[src/inc/periph_consts.vh]
// Purpose: Constants for the core peripheral register block
// Assumes: 16-bit core data bus, word addresses in hardware register space
// Notes:   Offsets are full core data addresses
`ifndef PERIPH_CONSTS_VH
`define PERIPH_CONSTS_VH
// ****************************************************************
// Register addresses
// ****************************************************************
`define ADDR_SERIAL_INPUT_WORD    16'hC011
`define ADDR_REQUEST_PIN_CONTROL  16'hC012
`define ADDR_SAMPLE_RATE_LOW      16'hC013
`define ADDR_SAMPLE_RATE_HIGH_PLL 16'hC014
`define ADDR_PCM_LEFT_SAMPLE      16'hC015
`define ADDR_PCM_RIGHT_SAMPLE     16'hC016
`define ADDR_PIN_DIRECTION        16'hC017
`define ADDR_PIN_INPUT_LEVELS     16'hC018
`define ADDR_PIN_OUTPUT_LEVELS    16'hC019
`define ADDR_IRQ_SOURCE_MASK      16'hC01A
`define ADDR_IRQ_NEST_INCREMENT   16'hC01B
`define ADDR_IRQ_NEST_DECREMENT   16'hC01C
`define ADDR_IRQ_NEST_LEVEL       16'hC01D
`define ADDR_ADC_RATE_DIVIDER     16'hC01E
`define ADDR_ADC_RESULT           16'hC01F
// ****************************************************************
// Field layouts and timing
// ****************************************************************
`define RATE_HIGH_BITS            4
`define ACC_WIDTH                 26
`define ACC_STEP_CYCLES           2'h3
`define ADC_CYCLES_PER_UNIT       7
`define IRQ_LATENCY_STAGES        6
`define NEST_WIDTH                5
`define IRQ_SOURCES               8
`define IRQ_BIT_DAC               0
`define IRQ_BIT_MODULATOR         3
`define IRQ_BIT_SERIAL_DATA       2
`define IRQ_BIT_SERIAL_CONTROL    1
`endif

[src/rtl/rate_accumulator.v]
// Purpose: Sample-rate phase accumulator feeding the DAC
// Assumes: Step value is static relative to the four-cycle cadence
// Notes:   Overflow pulse is one cycle wide
`include "periph_consts.vh"
module rate_accumulator (
   // Clock and reset
   input  wire        clk_sys_i,
   input  wire        rst_n_i,
   input  wire        clk_en_i,
   // Step value
   input  wire [19:0] step_i,
   // Overflow
   output reg         overflow_o
);
   reg [1:0]                phase_q;
   reg [`ACC_WIDTH-1:0]     acc_q;
   wire [`ACC_WIDTH:0]      sum;
   assign sum = {1'b0, acc_q} + {7'h00, step_i};
   // ****************************************************************
   // Add every fourth cycle, flag the carry out
   // ****************************************************************
   always @(posedge clk_sys_i or negedge rst_n_i) begin
      if (!rst_n_i) begin
         phase_q    <= 2'h0;
         acc_q      <= 26'h0000000;
         overflow_o <= 1'b0;
      end else if (clk_en_i) begin
         phase_q    <= phase_q + 2'h1;
         overflow_o <= 1'b0;
         if (phase_q == `ACC_STEP_CYCLES) begin
            acc_q      <= sum[`ACC_WIDTH-1:0];
            overflow_o <= sum[`ACC_WIDTH];
         end
      end
   end
endmodule

[src/rtl/adc_pacer.v]
// Purpose: Pacing of A/D modulator samples from the divider value
// Assumes: Divider changes apply to the running count without restarting the sample period
// Notes:   Divider zero stops the converter
`include "periph_consts.vh"
module adc_pacer (
   // Clock and reset
   input  wire        clk_sys_i,
   input  wire        rst_n_i,
   input  wire        clk_en_i,
   // Divider
   input  wire [15:0] divider_i,
   // Sample done
   output reg         sample_done_o
);
   reg  [22:0] count_q;
   wire [22:0] period;
   assign period = {divider_i, 7'h00};
   // ****************************************************************
   // Count 128 times divider cycles per sample
   // ****************************************************************
   always @(posedge clk_sys_i or negedge rst_n_i) begin
      if (!rst_n_i) begin
         count_q       <= 23'h000000;
         sample_done_o <= 1'b0;
      end else if (clk_en_i) begin
         sample_done_o <= 1'b0;
         if (divider_i == 16'h0000) begin
            count_q <= 23'h000000;
         end else if (count_q >= period - 23'h000001) begin
            count_q       <= 23'h000000;
            sample_done_o <= 1'b1;
         end else begin
            count_q <= count_q + 23'h000001;
         end
      end
   end
endmodule

[src/rtl/dsp_peripheral_regs.v]
// Purpose: Core peripheral registers: interrupt nesting, DAC rate, GPIO, serial data, A/D
// Assumes: Single-cycle core data bus, host window access arrives as core-side bus cycles
// Notes:   Interrupt sources outside this block enter as pulses on irq_src_i
//
// Functional notes
// - Serial word packs last two bytes, earlier high
// - Add frequency word to accumulator every fourth cycle
// - Overflow fetches PCM samples, raises DAC source
// - High rate register also holds PLL control
// - Direction bit one makes pin output
// - Output values kept when switched to input
// - Input register reads live pin levels
// - Pins never cause interrupts
// - Enable mask bits gate the eight sources
// - Mask changes act within six cycles
// - Write to increment register raises nesting
// - Write to decrement lowers nesting, floor zero
// - Nesting zero restores masked interrupts
// - Taken interrupt increments nesting counter
// - Nesting writes act within six cycles
// - Nesting counter readable, writable, nonzero blocks
// - Sample takes 128 times divider cycles
// - Divider zero turns converter off
// - Result register holds latest conversion
// - Host reaches registers via window pointer
// - Enable mask sits at 0xC01A
`include "periph_consts.vh"
module dsp_peripheral_regs (
   // Clock, enable and reset
   input  wire        clk_sys_i,
   input  wire        rst_n_i,
   input  wire        clk_en_i,
   // Core data bus
   input  wire [15:0] bus_addr_i,
   input  wire [15:0] bus_wdata_i,
   input  wire        bus_wr_i,
   input  wire        bus_rd_i,
   output reg  [15:0] bus_rdata_o,
   // Interrupt to core
   input  wire [7:0]  irq_src_i,
   input  wire        irq_ack_i,
   output reg         irq_req_o,
   output reg  [2:0]  irq_vector_o,
   // Serial data receive
   input  wire [7:0]  serial_byte_i,
   input  wire        serial_byte_valid_i,
   output reg         data_request_pin_o,
   // DAC
   output reg  [15:0] dac_left_o,
   output reg  [15:0] dac_right_o,
   output reg         dac_load_o,
   output reg  [11:0] pll_control_o,
   // A/D modulator
   input  wire [15:0] adc_decoded_i,
   output reg         adc_enable_o,
   // General-purpose pins
   input  wire [3:0]  gpio_in_i,
   output reg  [3:0]  gpio_out_o,
   output reg  [3:0]  gpio_oe_o
);
   // ****************************************************************
   // Registers
   // ****************************************************************
   reg [15:0]             serial_input_word_q;
   reg [15:0]             sample_rate_low_q;
   reg [15:0]             sample_rate_high_pll_q;
   reg [15:0]             pcm_left_sample_q;
   reg [15:0]             pcm_right_sample_q;
   reg [3:0]              pin_direction_q;
   reg [3:0]              pin_output_levels_q;
   reg [`IRQ_SOURCES-1:0] irq_source_mask_q;
   reg [`NEST_WIDTH-1:0]  irq_nest_level_q;
   reg [15:0]             adc_rate_divider_q;
   reg [15:0]             adc_result_q;
   reg [`IRQ_SOURCES-1:0] pending_q;
   reg [`IRQ_SOURCES-1:0] mask_pipe_q [0:`IRQ_LATENCY_STAGES-2];
   reg [`IRQ_SOURCES-1:0] mask_eff_q;
   reg [`IRQ_LATENCY_STAGES-2:0] inc_pipe_q;
   reg [`IRQ_LATENCY_STAGES-2:0] dec_pipe_q;
   wire                   acc_overflow;
   wire                   adc_sample_done;
   wire [`IRQ_SOURCES-1:0] src_all;
   wire [`IRQ_SOURCES-1:0] active;
   wire                   nest_inc;
   wire                   nest_dec;
   wire                   wr_nest_level;
   wire                   take;
   reg  [2:0]             pick;
   integer                k, j;

   // ****************************************************************
   // Sub-blocks
   // ****************************************************************
   rate_accumulator u_rate (
      .clk_sys_i  (clk_sys_i),
      .rst_n_i    (rst_n_i),
      .clk_en_i   (clk_en_i),
      .step_i     ({sample_rate_high_pll_q[`RATE_HIGH_BITS-1:0], sample_rate_low_q}),
      .overflow_o (acc_overflow)
   );

   adc_pacer u_adc (
      .clk_sys_i     (clk_sys_i),
      .rst_n_i       (rst_n_i),
      .clk_en_i      (clk_en_i),
      .divider_i     (adc_rate_divider_q),
      .sample_done_o (adc_sample_done)
   );

   // Pins add no source
   assign src_all = irq_src_i
                    | ({7'h00, acc_overflow} << `IRQ_BIT_DAC)
                    | ({7'h00, adc_sample_done} << `IRQ_BIT_MODULATOR)
                    | ({7'h00, serial_byte_valid_i} << `IRQ_BIT_SERIAL_DATA);

   // ****************************************************************
   // Bus writes to plain registers
   // ****************************************************************
   always @(posedge clk_sys_i or negedge rst_n_i) begin
      if (!rst_n_i) begin
         sample_rate_low_q      <= 16'h0000;
         sample_rate_high_pll_q <= 16'h0000;
         pcm_left_sample_q      <= 16'h0000;
         pcm_right_sample_q     <= 16'h0000;
         pin_direction_q        <= 4'h0;
         pin_output_levels_q    <= 4'h0;
         irq_source_mask_q      <= 8'h00;
         adc_rate_divider_q     <= 16'h0000;
         data_request_pin_o     <= 1'b0;
      end else if (clk_en_i && bus_wr_i) begin
         case (bus_addr_i)
            `ADDR_REQUEST_PIN_CONTROL:  data_request_pin_o <= bus_wdata_i[0];
            `ADDR_SAMPLE_RATE_LOW:      sample_rate_low_q <= bus_wdata_i;
            `ADDR_SAMPLE_RATE_HIGH_PLL: sample_rate_high_pll_q <= bus_wdata_i;
            `ADDR_PCM_LEFT_SAMPLE:      pcm_left_sample_q <= bus_wdata_i;
            `ADDR_PCM_RIGHT_SAMPLE:     pcm_right_sample_q <= bus_wdata_i;
            `ADDR_PIN_DIRECTION:        pin_direction_q <= bus_wdata_i[3:0];
            `ADDR_PIN_OUTPUT_LEVELS:    pin_output_levels_q <= bus_wdata_i[3:0];
            `ADDR_IRQ_SOURCE_MASK:      irq_source_mask_q <= bus_wdata_i[7:0];
            `ADDR_ADC_RATE_DIVIDER:     adc_rate_divider_q <= bus_wdata_i;
            default: ;
         endcase
      end
   end

   // ****************************************************************
   // Serial byte packing and A/D result capture
   // ****************************************************************
   always @(posedge clk_sys_i or negedge rst_n_i) begin
      if (!rst_n_i) begin
         serial_input_word_q <= 16'h0000;
         adc_result_q        <= 16'h0000;
      end else if (clk_en_i) begin
         if (serial_byte_valid_i) begin
            serial_input_word_q <= {serial_input_word_q[7:0], serial_byte_i};
         end
         if (adc_sample_done) begin
            adc_result_q <= adc_decoded_i;
         end else if (bus_wr_i && bus_addr_i == `ADDR_ADC_RESULT) begin
            adc_result_q <= bus_wdata_i;
         end
      end
   end

   // ****************************************************************
   // DAC sample fetch, PLL, A/D enable and pin drive
   // ****************************************************************
   always @(posedge clk_sys_i or negedge rst_n_i) begin
      if (!rst_n_i) begin
         dac_left_o    <= 16'h0000;
         dac_right_o   <= 16'h0000;
         dac_load_o    <= 1'b0;
         pll_control_o <= 12'h000;
         adc_enable_o  <= 1'b0;
         gpio_out_o    <= 4'h0;
         gpio_oe_o     <= 4'h0;
      end else if (clk_en_i) begin
         dac_load_o    <= acc_overflow;
         if (acc_overflow) begin
            dac_left_o  <= pcm_left_sample_q;
            dac_right_o <= pcm_right_sample_q;
         end
         pll_control_o <= sample_rate_high_pll_q[15:`RATE_HIGH_BITS];
         adc_enable_o  <= (adc_rate_divider_q != 16'h0000);
         gpio_out_o    <= pin_output_levels_q;
         gpio_oe_o     <= pin_direction_q;
      end
   end

   // ****************************************************************
   // Write latency pipelines for mask and nesting writes
   // ****************************************************************
   assign nest_inc = inc_pipe_q[`IRQ_LATENCY_STAGES-2];
   assign nest_dec = dec_pipe_q[`IRQ_LATENCY_STAGES-2];

   always @(posedge clk_sys_i or negedge rst_n_i) begin
      if (!rst_n_i) begin
         for (k = 0; k < `IRQ_LATENCY_STAGES-1; k = k + 1) begin
            mask_pipe_q[k] <= 8'h00;
         end
         mask_eff_q <= 8'h00;
         inc_pipe_q <= 5'h00;
         dec_pipe_q <= 5'h00;
      end else if (clk_en_i) begin
         mask_pipe_q[0] <= irq_source_mask_q;
         for (k = 1; k < `IRQ_LATENCY_STAGES-1; k = k + 1) begin
            mask_pipe_q[k] <= mask_pipe_q[k-1];
         end
         mask_eff_q <= mask_pipe_q[`IRQ_LATENCY_STAGES-2];
         inc_pipe_q <= {inc_pipe_q[`IRQ_LATENCY_STAGES-3:0],
                        bus_wr_i && bus_addr_i == `ADDR_IRQ_NEST_INCREMENT};
         dec_pipe_q <= {dec_pipe_q[`IRQ_LATENCY_STAGES-3:0],
                        bus_wr_i && bus_addr_i == `ADDR_IRQ_NEST_DECREMENT};
      end
   end

   // ****************************************************************
   // Nesting counter
   // ****************************************************************
   assign wr_nest_level = bus_wr_i && bus_addr_i == `ADDR_IRQ_NEST_LEVEL;
   assign take          = irq_req_o && irq_ack_i;

   always @(posedge clk_sys_i or negedge rst_n_i) begin
      if (!rst_n_i) begin
         irq_nest_level_q <= 5'h00;
      end else if (clk_en_i) begin
         if (wr_nest_level) begin
            irq_nest_level_q <= bus_wdata_i[`NEST_WIDTH-1:0];
         end else begin
            // Increments and decrements in one cycle cancel out
            case ({take | nest_inc, nest_dec})
               2'h2: irq_nest_level_q <= irq_nest_level_q + 5'h01;
               2'h1: if (irq_nest_level_q != 5'h00) begin
                  irq_nest_level_q <= irq_nest_level_q - 5'h01;
               end
               2'h3: if (take && nest_inc) begin
                  irq_nest_level_q <= irq_nest_level_q + 5'h01;
               end
               default: ;
            endcase
         end
      end
   end

   // ****************************************************************
   // Pending sources and request
   // ****************************************************************
   assign active = pending_q & mask_eff_q;

   // Lowest enabled pending source wins
   always @* begin
      pick = 3'h0;
      for (j = `IRQ_SOURCES-1; j >= 0; j = j - 1) begin
         if (active[j]) begin
            pick = j[2:0];
         end
      end
   end

   genvar g;
   generate
      for (g = 0; g < `IRQ_SOURCES; g = g + 1) begin : g_pend
         always @(posedge clk_sys_i or negedge rst_n_i) begin
            if (!rst_n_i) begin
               pending_q[g] <= 1'b0;
            end else if (clk_en_i) begin
               // A new event wins over the acknowledge clear
               if (src_all[g]) begin
                  pending_q[g] <= 1'b1;
               end else if (take && irq_vector_o == g) begin
                  pending_q[g] <= 1'b0;
               end
            end
         end
      end
   endgenerate

   always @(posedge clk_sys_i or negedge rst_n_i) begin
      if (!rst_n_i) begin
         irq_req_o    <= 1'b0;
         irq_vector_o <= 3'h0;
      end else if (clk_en_i) begin
         if (take) begin
            irq_req_o <= 1'b0;
         end else begin
            irq_req_o    <= (|active) && (irq_nest_level_q == 5'h00);
            irq_vector_o <= pick;
         end
      end
   end

   // ****************************************************************
   // Read mux, also serves host window accesses
   // ****************************************************************
   always @(posedge clk_sys_i or negedge rst_n_i) begin
      if (!rst_n_i) begin
         bus_rdata_o <= 16'h0000;
      end else if (clk_en_i && bus_rd_i) begin
         case (bus_addr_i)
            `ADDR_SERIAL_INPUT_WORD:    bus_rdata_o <= serial_input_word_q;
            `ADDR_SAMPLE_RATE_LOW:      bus_rdata_o <= sample_rate_low_q;
            `ADDR_SAMPLE_RATE_HIGH_PLL: bus_rdata_o <= sample_rate_high_pll_q;
            `ADDR_PCM_LEFT_SAMPLE:      bus_rdata_o <= pcm_left_sample_q;
            `ADDR_PCM_RIGHT_SAMPLE:     bus_rdata_o <= pcm_right_sample_q;
            `ADDR_PIN_DIRECTION:        bus_rdata_o <= {12'h000, pin_direction_q};
            `ADDR_PIN_INPUT_LEVELS:     bus_rdata_o <= {12'h000, gpio_in_i};
            `ADDR_PIN_OUTPUT_LEVELS:    bus_rdata_o <= {12'h000, pin_output_levels_q};
            `ADDR_IRQ_SOURCE_MASK:      bus_rdata_o <= {8'h00, irq_source_mask_q};
            `ADDR_IRQ_NEST_LEVEL:       bus_rdata_o <= {11'h000, irq_nest_level_q};
            `ADDR_ADC_RATE_DIVIDER:     bus_rdata_o <= adc_rate_divider_q;
            `ADDR_ADC_RESULT:           bus_rdata_o <= adc_result_q;
            default:                    bus_rdata_o <= 16'h0000;
         endcase
      end
   end
endmodule

[config.mk]
export PLATFORM = sky130hd
export DESIGN_NAME = dsp_peripheral_regs
export DESIGN_NICKNAME = d
export VERILOG_FILES = /design/src/rtl/rate_accumulator.v /design/src/rtl/adc_pacer.v /design/src/rtl/dsp_peripheral_regs.v
export VERILOG_INCLUDE_DIRS = /design/src /design/src/inc
export SDC_FILE = /design/constraint.sdc
export NUM_CORES = 1
export LEC_CHECK = 0
export BUFFER_PORTS_ARGS = -buffer_cell sky130_fd_sc_hd__buf_2
export CAP_MARGIN = 40
export CORE_AREA = 3 3 218 220
export CTS_CLUSTER_SIZE = 12
export DETAILED_ROUTE_END_ITERATION = 16
export DIE_AREA = 0 0 221 223
export GPL_ROUTABILITY_DRIVEN = 0
export PLACE_DENSITY = 0.49
export RECOVER_POWER = 100
export SLEW_MARGIN = 5
export SYNTH_ARGS = -nofsm -noshare
export SYNTH_HDL_FRONTEND = slang
export SYNTH_SLANG_ARGS = --single-unit
[constraint.sdc]
create_clock -name clk_sys_i -period 3.7 [get_ports clk_sys_i]
set_clock_uncertainty 0.2 [all_clocks]
set_input_delay 0.555 -clock clk_sys_i [delete_from_list [all_inputs] [get_ports clk_sys_i]]
set_output_delay 0.555 -clock clk_sys_i [all_outputs]
set_load 0.02 [all_outputs]
Yosys cells after proc, flatten, opt, wreduce, memory -nomap -nowiden
Cells that the tools add are included.
{"block": "word_totals", "reg_bits": 327, "output_inout_bits": 75, "word_cells": 177, "inputBits": 75}
{"block": "classes", "mux": 37, "addsub": 6, "eq_ne": 28, "bitwise": 6, "n_reduce_logical": 56, "order_cmp": 1}
{"cell": "$eq A16 B16 Y1 const B", "n": 15}
{"cell": "$pmux W16 S12", "n": 1}
{"cell": "$mux W23", "n": 2}
{"cell": "$reduce_and A2 Y1", "n": 22}
{"cell": "$mux W16", "n": 2}
{"cell": "$add A26 B20 Y27", "n": 1}
{"cell": "$mux W3", "n": 8}
{"cell": "$add A23 B1 Y23 const B", "n": 1}
{"cell": "$ge A23 B23 Y1", "n": 1}
{"cell": "$sub A23 B1 Y23 const B", "n": 1}
{"cell": "$mux W1", "n": 20}
{"cell": "$reduce_bool A2 Y1", "n": 9}
{"cell": "$logic_and A1 B1 Y1", "n": 17}
{"cell": "$logic_not A16 Y1", "n": 1}
{"cell": "$reduce_bool A16 Y1", "n": 1}
{"cell": "$mux W5", "n": 3}
{"cell": "$pmux W5 S3", "n": 1}
{"cell": "$eq A3 B3 Y1 const B", "n": 4}
{"cell": "$and A8 B8 Y8", "n": 1}
{"cell": "$or A8 B1 Y8", "n": 1}
{"cell": "$or A8 B3 Y8", "n": 1}
{"cell": "$or A8 B4 Y8", "n": 1}
{"cell": "$reduce_or A8 Y1", "n": 1}
{"cell": "$eq A2 B2 Y1 const B", "n": 3}
{"cell": "14 further kinds", "n": 16}

Longest topological paths before layout
{"block": "depth", "ltp_word": 9, "depth_mapped": 13, "ltp_nobuf": 12}

By module
From an unflattened synthesis, not the netlist that was laid out.
{"block": "hier_totals", "hier_cells": 1377, "area_unflattened_um2": 16510.8}
{"mod": "dsp_peripheral_regs", "seq_area_each_um2": 6856.6, "cells_each": 907, "area_per_inst_um2": 12318.1, "n_inst": 1}
{"mod": "adc_pacer", "seq_area_each_um2": 600.6, "cells_each": 231, "area_per_inst_um2": 2115.8, "n_inst": 1}
{"mod": "rate_accumulator", "seq_area_each_um2": 725.7, "cells_each": 239, "area_per_inst_um2": 2077.0, "n_inst": 1}

Least setup slack after synthesis
No wires, ideal clock.
{"block": "synth_timing", "path_kind": "flip-flop to flip-flop", "startpoint": "register adc_rate_divider_q[6]", "endpoint": "register u_adc.count_q[11]", "t_required_ns": 3.417, "path_stages_with_launch": 14, "period_less_slack_ns": 3.337, "setup_time_ns": 0.083, "t_arrival_ns": 3.054, "slack_ns": 0.363, "path_cell_list": "dfrtp_1 > clkbuf_1 > nor4_1 > or2b_1 > nor4_1 > xnor2_1 > ha_1 > nand3_1 > nand2_1 > a2111oi_0 > a32o_1 > buf_1 > nand2_1 > o21ai_0"}
{"block": "synth_via", "elab_chain_cells": 4}
{"element": "from (decl)", "line_no": "dsp_peripheral_regs.v:73", "source": "reg [15:0] adc_rate_divider_q;"}
{"element": "from (signal assigned)", "line_no": "dsp_peripheral_regs.v:140", "source": "`ADDR_ADC_RATE_DIVIDER: adc_rate_divider_q <= bus_wdata_i;"}
{"element": "$sub A23 B1 Y23", "line_no": "adc_pacer.v:29", "source": "end else if (count_q >= period - 23'h000001) begin"}
{"element": "$ge A23 B23 Y1", "line_no": "adc_pacer.v:29"}
{"element": "$mux W23", "line_no": "adc_pacer.v:29"}
{"element": "$mux W23 *", "line_no": "adc_pacer.v:27", "source": "if (divider_i == 16'h0000) begin"}
{"element": "to (signal assigned)", "line_no": "adc_pacer.v:33", "source": "count_q <= count_q + 23'h000001;"}
{"element": "to (decl)", "line_no": "adc_pacer.v:15", "source": "reg [22:0] count_q;"}
Mark *: on every way between the ends. The rest lies on a longest branch, timed or not.
A chain may end at the register's enable or synchronous reset.

Final worst setup path
{"block": "layout_timing", "startpoint": "register adc_rate_divider_q[0]", "endpoint": "register u_adc.count_q[15]"}
The elaborated chain is that of the path after synthesis.

==> flow_summary.yaml <==
grt:
  antenna_found_initial: 1
  grt_max_degree: 90
  grt_overflow: 0
  grt_pass1_vias: 11690
  groute.usage.overall_pct: 18.98
  grt_pass1_wl_um: 72920
synthesis:
  synth_cells: 1372
  synthArstFlopShare_pct: 100.0
  ys_seq_elements: 327
  ys_types: 83
  synth-edff-count: 0
  syn_area_per_cell_um2: 11.65
  synth_nets: 1491
  yosysSeqAreaShare_pct: 51.18
  ys.flop_type: "dfrtp_1"
  ys_warn_count: 0
  synth_area_um2: 15990
pwr:
  power_mw: 8.087
  vdd_drop_max_mv: 0.3270
  pwr_density_cell_nw_per_um2: 431.0
  p_leak_nw: 8.684
critical_path:
  crit_chain: "inv_1 -> ha_1 -> nand3_1 -> nor2_1 -> xnor2_1 -> ha_1 -> a21oi_1 -> nand2_1 -> a2111oi_1 -> a32o_2 -> nand2_1 -> clkbuf_2 -> o31ai_1"
  critPathRequiredTime_ps: 3960
  critPathTopFamily: "compound AO/OA/AOI/OAI gates"
  cp-start-kind: "flop"
  crit_path_end_kind: "flop"
  critical-path-slowest-cell: "dfrtp_1"
  crit_type: "flop to flop"
  cp_slowest_stage_delay_ps: 430
  path_buf_inv: 2
  cp_max_fo: 6
  r2r_cells: 13
  r2r-start: "adc_rate_divider_q[0]"
  cp.arrival_ps: 3670
  crit_cells: 13
  worstSetupStartpoint: "adc_rate_divider_q[0]"
finish:
  regArea_um2: 8183
  area_growth_syn_to_layout_pct: 17.36
  drive_above_1_share_pct: 27.08
  fin_cells: 2177
  num_antenna_cells: 0
  fin_area_um2: 18760
  final_nets: 1669
  regMostFlops: "mask_pipe_q"
  largest_reg_flops: 40
  nFillCells: 4510
  reg.largest.list: "mask_pipe_q x40, u_rate.acc_q x26, u_adc.count_q x23"
  multiInputGateArea_um2: 7348
timing:
  rsz0062_at_grt: "no"
  hold_viol: 0
  fmax_ghz: 0.2934
  fin_setup_tns_ps: 0
  slew_headroom_pct: -63.83
  drv_slew: 199
  finalCritPeriodShare_pct: 92.12
  worst_slew_pin_slew_ps: 2457
  layout_min_cycle_time_ps: 3408
  final-setup-viol-count: 0
routing:
  drc: 0
  ant_nets: 0
  drt_iter0_markers: 827
  routed-via-count: 11770
  viasPerCell: 5.407
  wl_per_cell_um: 21.66
  drtPass1Iterations: 6
  drt-total-wl_um: 47140
clock_tree:
  path_clk_slew_ps: 60
  cts_buffer_depth: 3
  clock-sinks: 327
  cts-htree-levels: 2
  clock-root-buffer: "clkbuf_16"
  insertion_delay_ps: 570
  numCtsBuffers: 39
  cts_tree: "built"
floorplan:
  dieHeight_um: 223
  core_area_um2: 45480
  rows: 78
  dieArea_um2: 49280
  die_width_um: 221
  io_pins: 150
  initial_core_util_pct: 35.16
status:
  violations: "capacitance limit, slew limit"
  status: "finished, violations left"
flow_run:
  cap_violations: 4
placement:
  io_buffer_count: 149
  place_area_um2: 17580
  dp.cells: 2098
  dp_hpwl_um: 34080
min_path:
  hold-path-cell-count: 3
  hold_path_class: "primary input to flop"
  hp-start: "irq_src_i[2]"
through the flow:
stage                     hold WS (ps)  worst slack [ps]  util, %
after detailed placement         267.5             201.7    38.65
after CTS                        2.433             153.6    41.71
after floorplan                  59.41             363.0        -
final                            39.27             291.6    41.26
after global routing             19.04             14.46    41.26
after global placement           265.4             280.7    38.65
path summary, 6_finish.rpt:
path | to | slack, ps
max | u_adc.count_q[15] | 290
min | pending_q[2] | 40
max reg2reg | u_adc.count_q[15] | 290
min reg2reg | u_rate.phase_q[0] | 280
max in group asynchronous | sample_rate_high_pll_q[10] | 440
min in group asynchronous | u_adc.count_q[3] | 1070
cells by family (layout without fill, tap and decap cells):
group                      Yosys count  in the layout  share of synthesized area, %
and+or+nand+nor                    310            310                         10.31
buffers and inverters              106            311                         2.629
xor gates and xnor gates            30             30                         1.643
DFF                                327            327                         51.18
adders and majority gates           45             45                         3.600
muxes                              254            254                         17.81
AOI/OAI and AO/OA                  300            300                         12.83
power by group:
group | total, mW | switching, mW | internal, mW
combinational | 0.502 | 0.317 | 0.185
clock | 3.88 | 1.57 | 2.31
sequential | 3.71 | 0.0584 | 3.65
synthesized netlist by cell type, drive strengths merged, types with 11 or more instances:
master | count | area share [%]
mux2 | 244 | 17
clkbuf | 46 | 1.1
a21o | 19 | 0.89
nor3 | 27 | 1.0
a31oi | 29 | 1.1
buf | 20 | 0.61
nand3 | 39 | 1.3
dfrtp | 327 | 51
and3 | 14 | 0.56
or3 | 12 | 0.54
a211oi | 13 | 0.61
a21oi | 40 | 1.3
o21ai | 71 | 2.2
nor4 | 11 | 0.51
nor2b | 11 | 0.43
inv | 40 | 0.94
nor2 | 36 | 0.89
ha | 42 | 3.3
xnor2 | 22 | 1.2
nand2 | 111 | 2.6
a22oi | 29 | 1.4
a222oi | 15 | 0.94
nand4 | 12 | 0.59
placed cells by master, fill, tap and decap left out, types with 9 or more instances in the layout:
cell	instances
dfrtp_1	327
nor3_1	27
clkbuf_1	98
a222oi_1	15
inv_1	40
xnor2_1	22
nand2_1	111
a22oi_1	29
a21oi_1	39
and3_1	13
or3_1	9
ha_1	42
a31oi_1	29
nor2_1	34
a211oi_1	13
a32oi_1	10
dlygate4sd3_1	11
a21o_1	19
nor2b_1	11
nand3_1	38
mux2i_1	10
clkbuf_16	39
nor4_1	9
buf_2	73
mux2_2	243
buf_4	21
nand4_1	9
o211ai_1	10
o21ai_0	71
timing repair:
action	in CTS	in global routing
buffers inserted	0	0
hold buffers	11	0
resized for setup	0	5
endpoints found under the setup margin	0	20
hold endpoints to repair	92	0
area by class of cell:
class	count	share of cell area, %
repair buffers	203	5.581
clock inverters	13	0.9535
multi-input cells	939	39.16
inverters	40	0.8002
well taps	600	4.001
flip-flops and latches	327	43.61
clock buffers	55	5.895
routing by layer:
layer	wire, um	GRT usage, %	vias to the layer above
li1	-	-	5487
met1	22610	27.38	5920
met2	21130	29.20	289
met3	2009	3.263	74
met4	1396	5.899	0
met5	0	0	-
worst min-delay path, delay by kind of cell:
| family | cells | cell delay (ps) |
|---|---|---|
| simple gates | 1 | 60 |
| buf+inv | 1 | 80 |
| compound gates | 1 | 60 |
No activity file was read; power rests on OpenSTA's default activity.
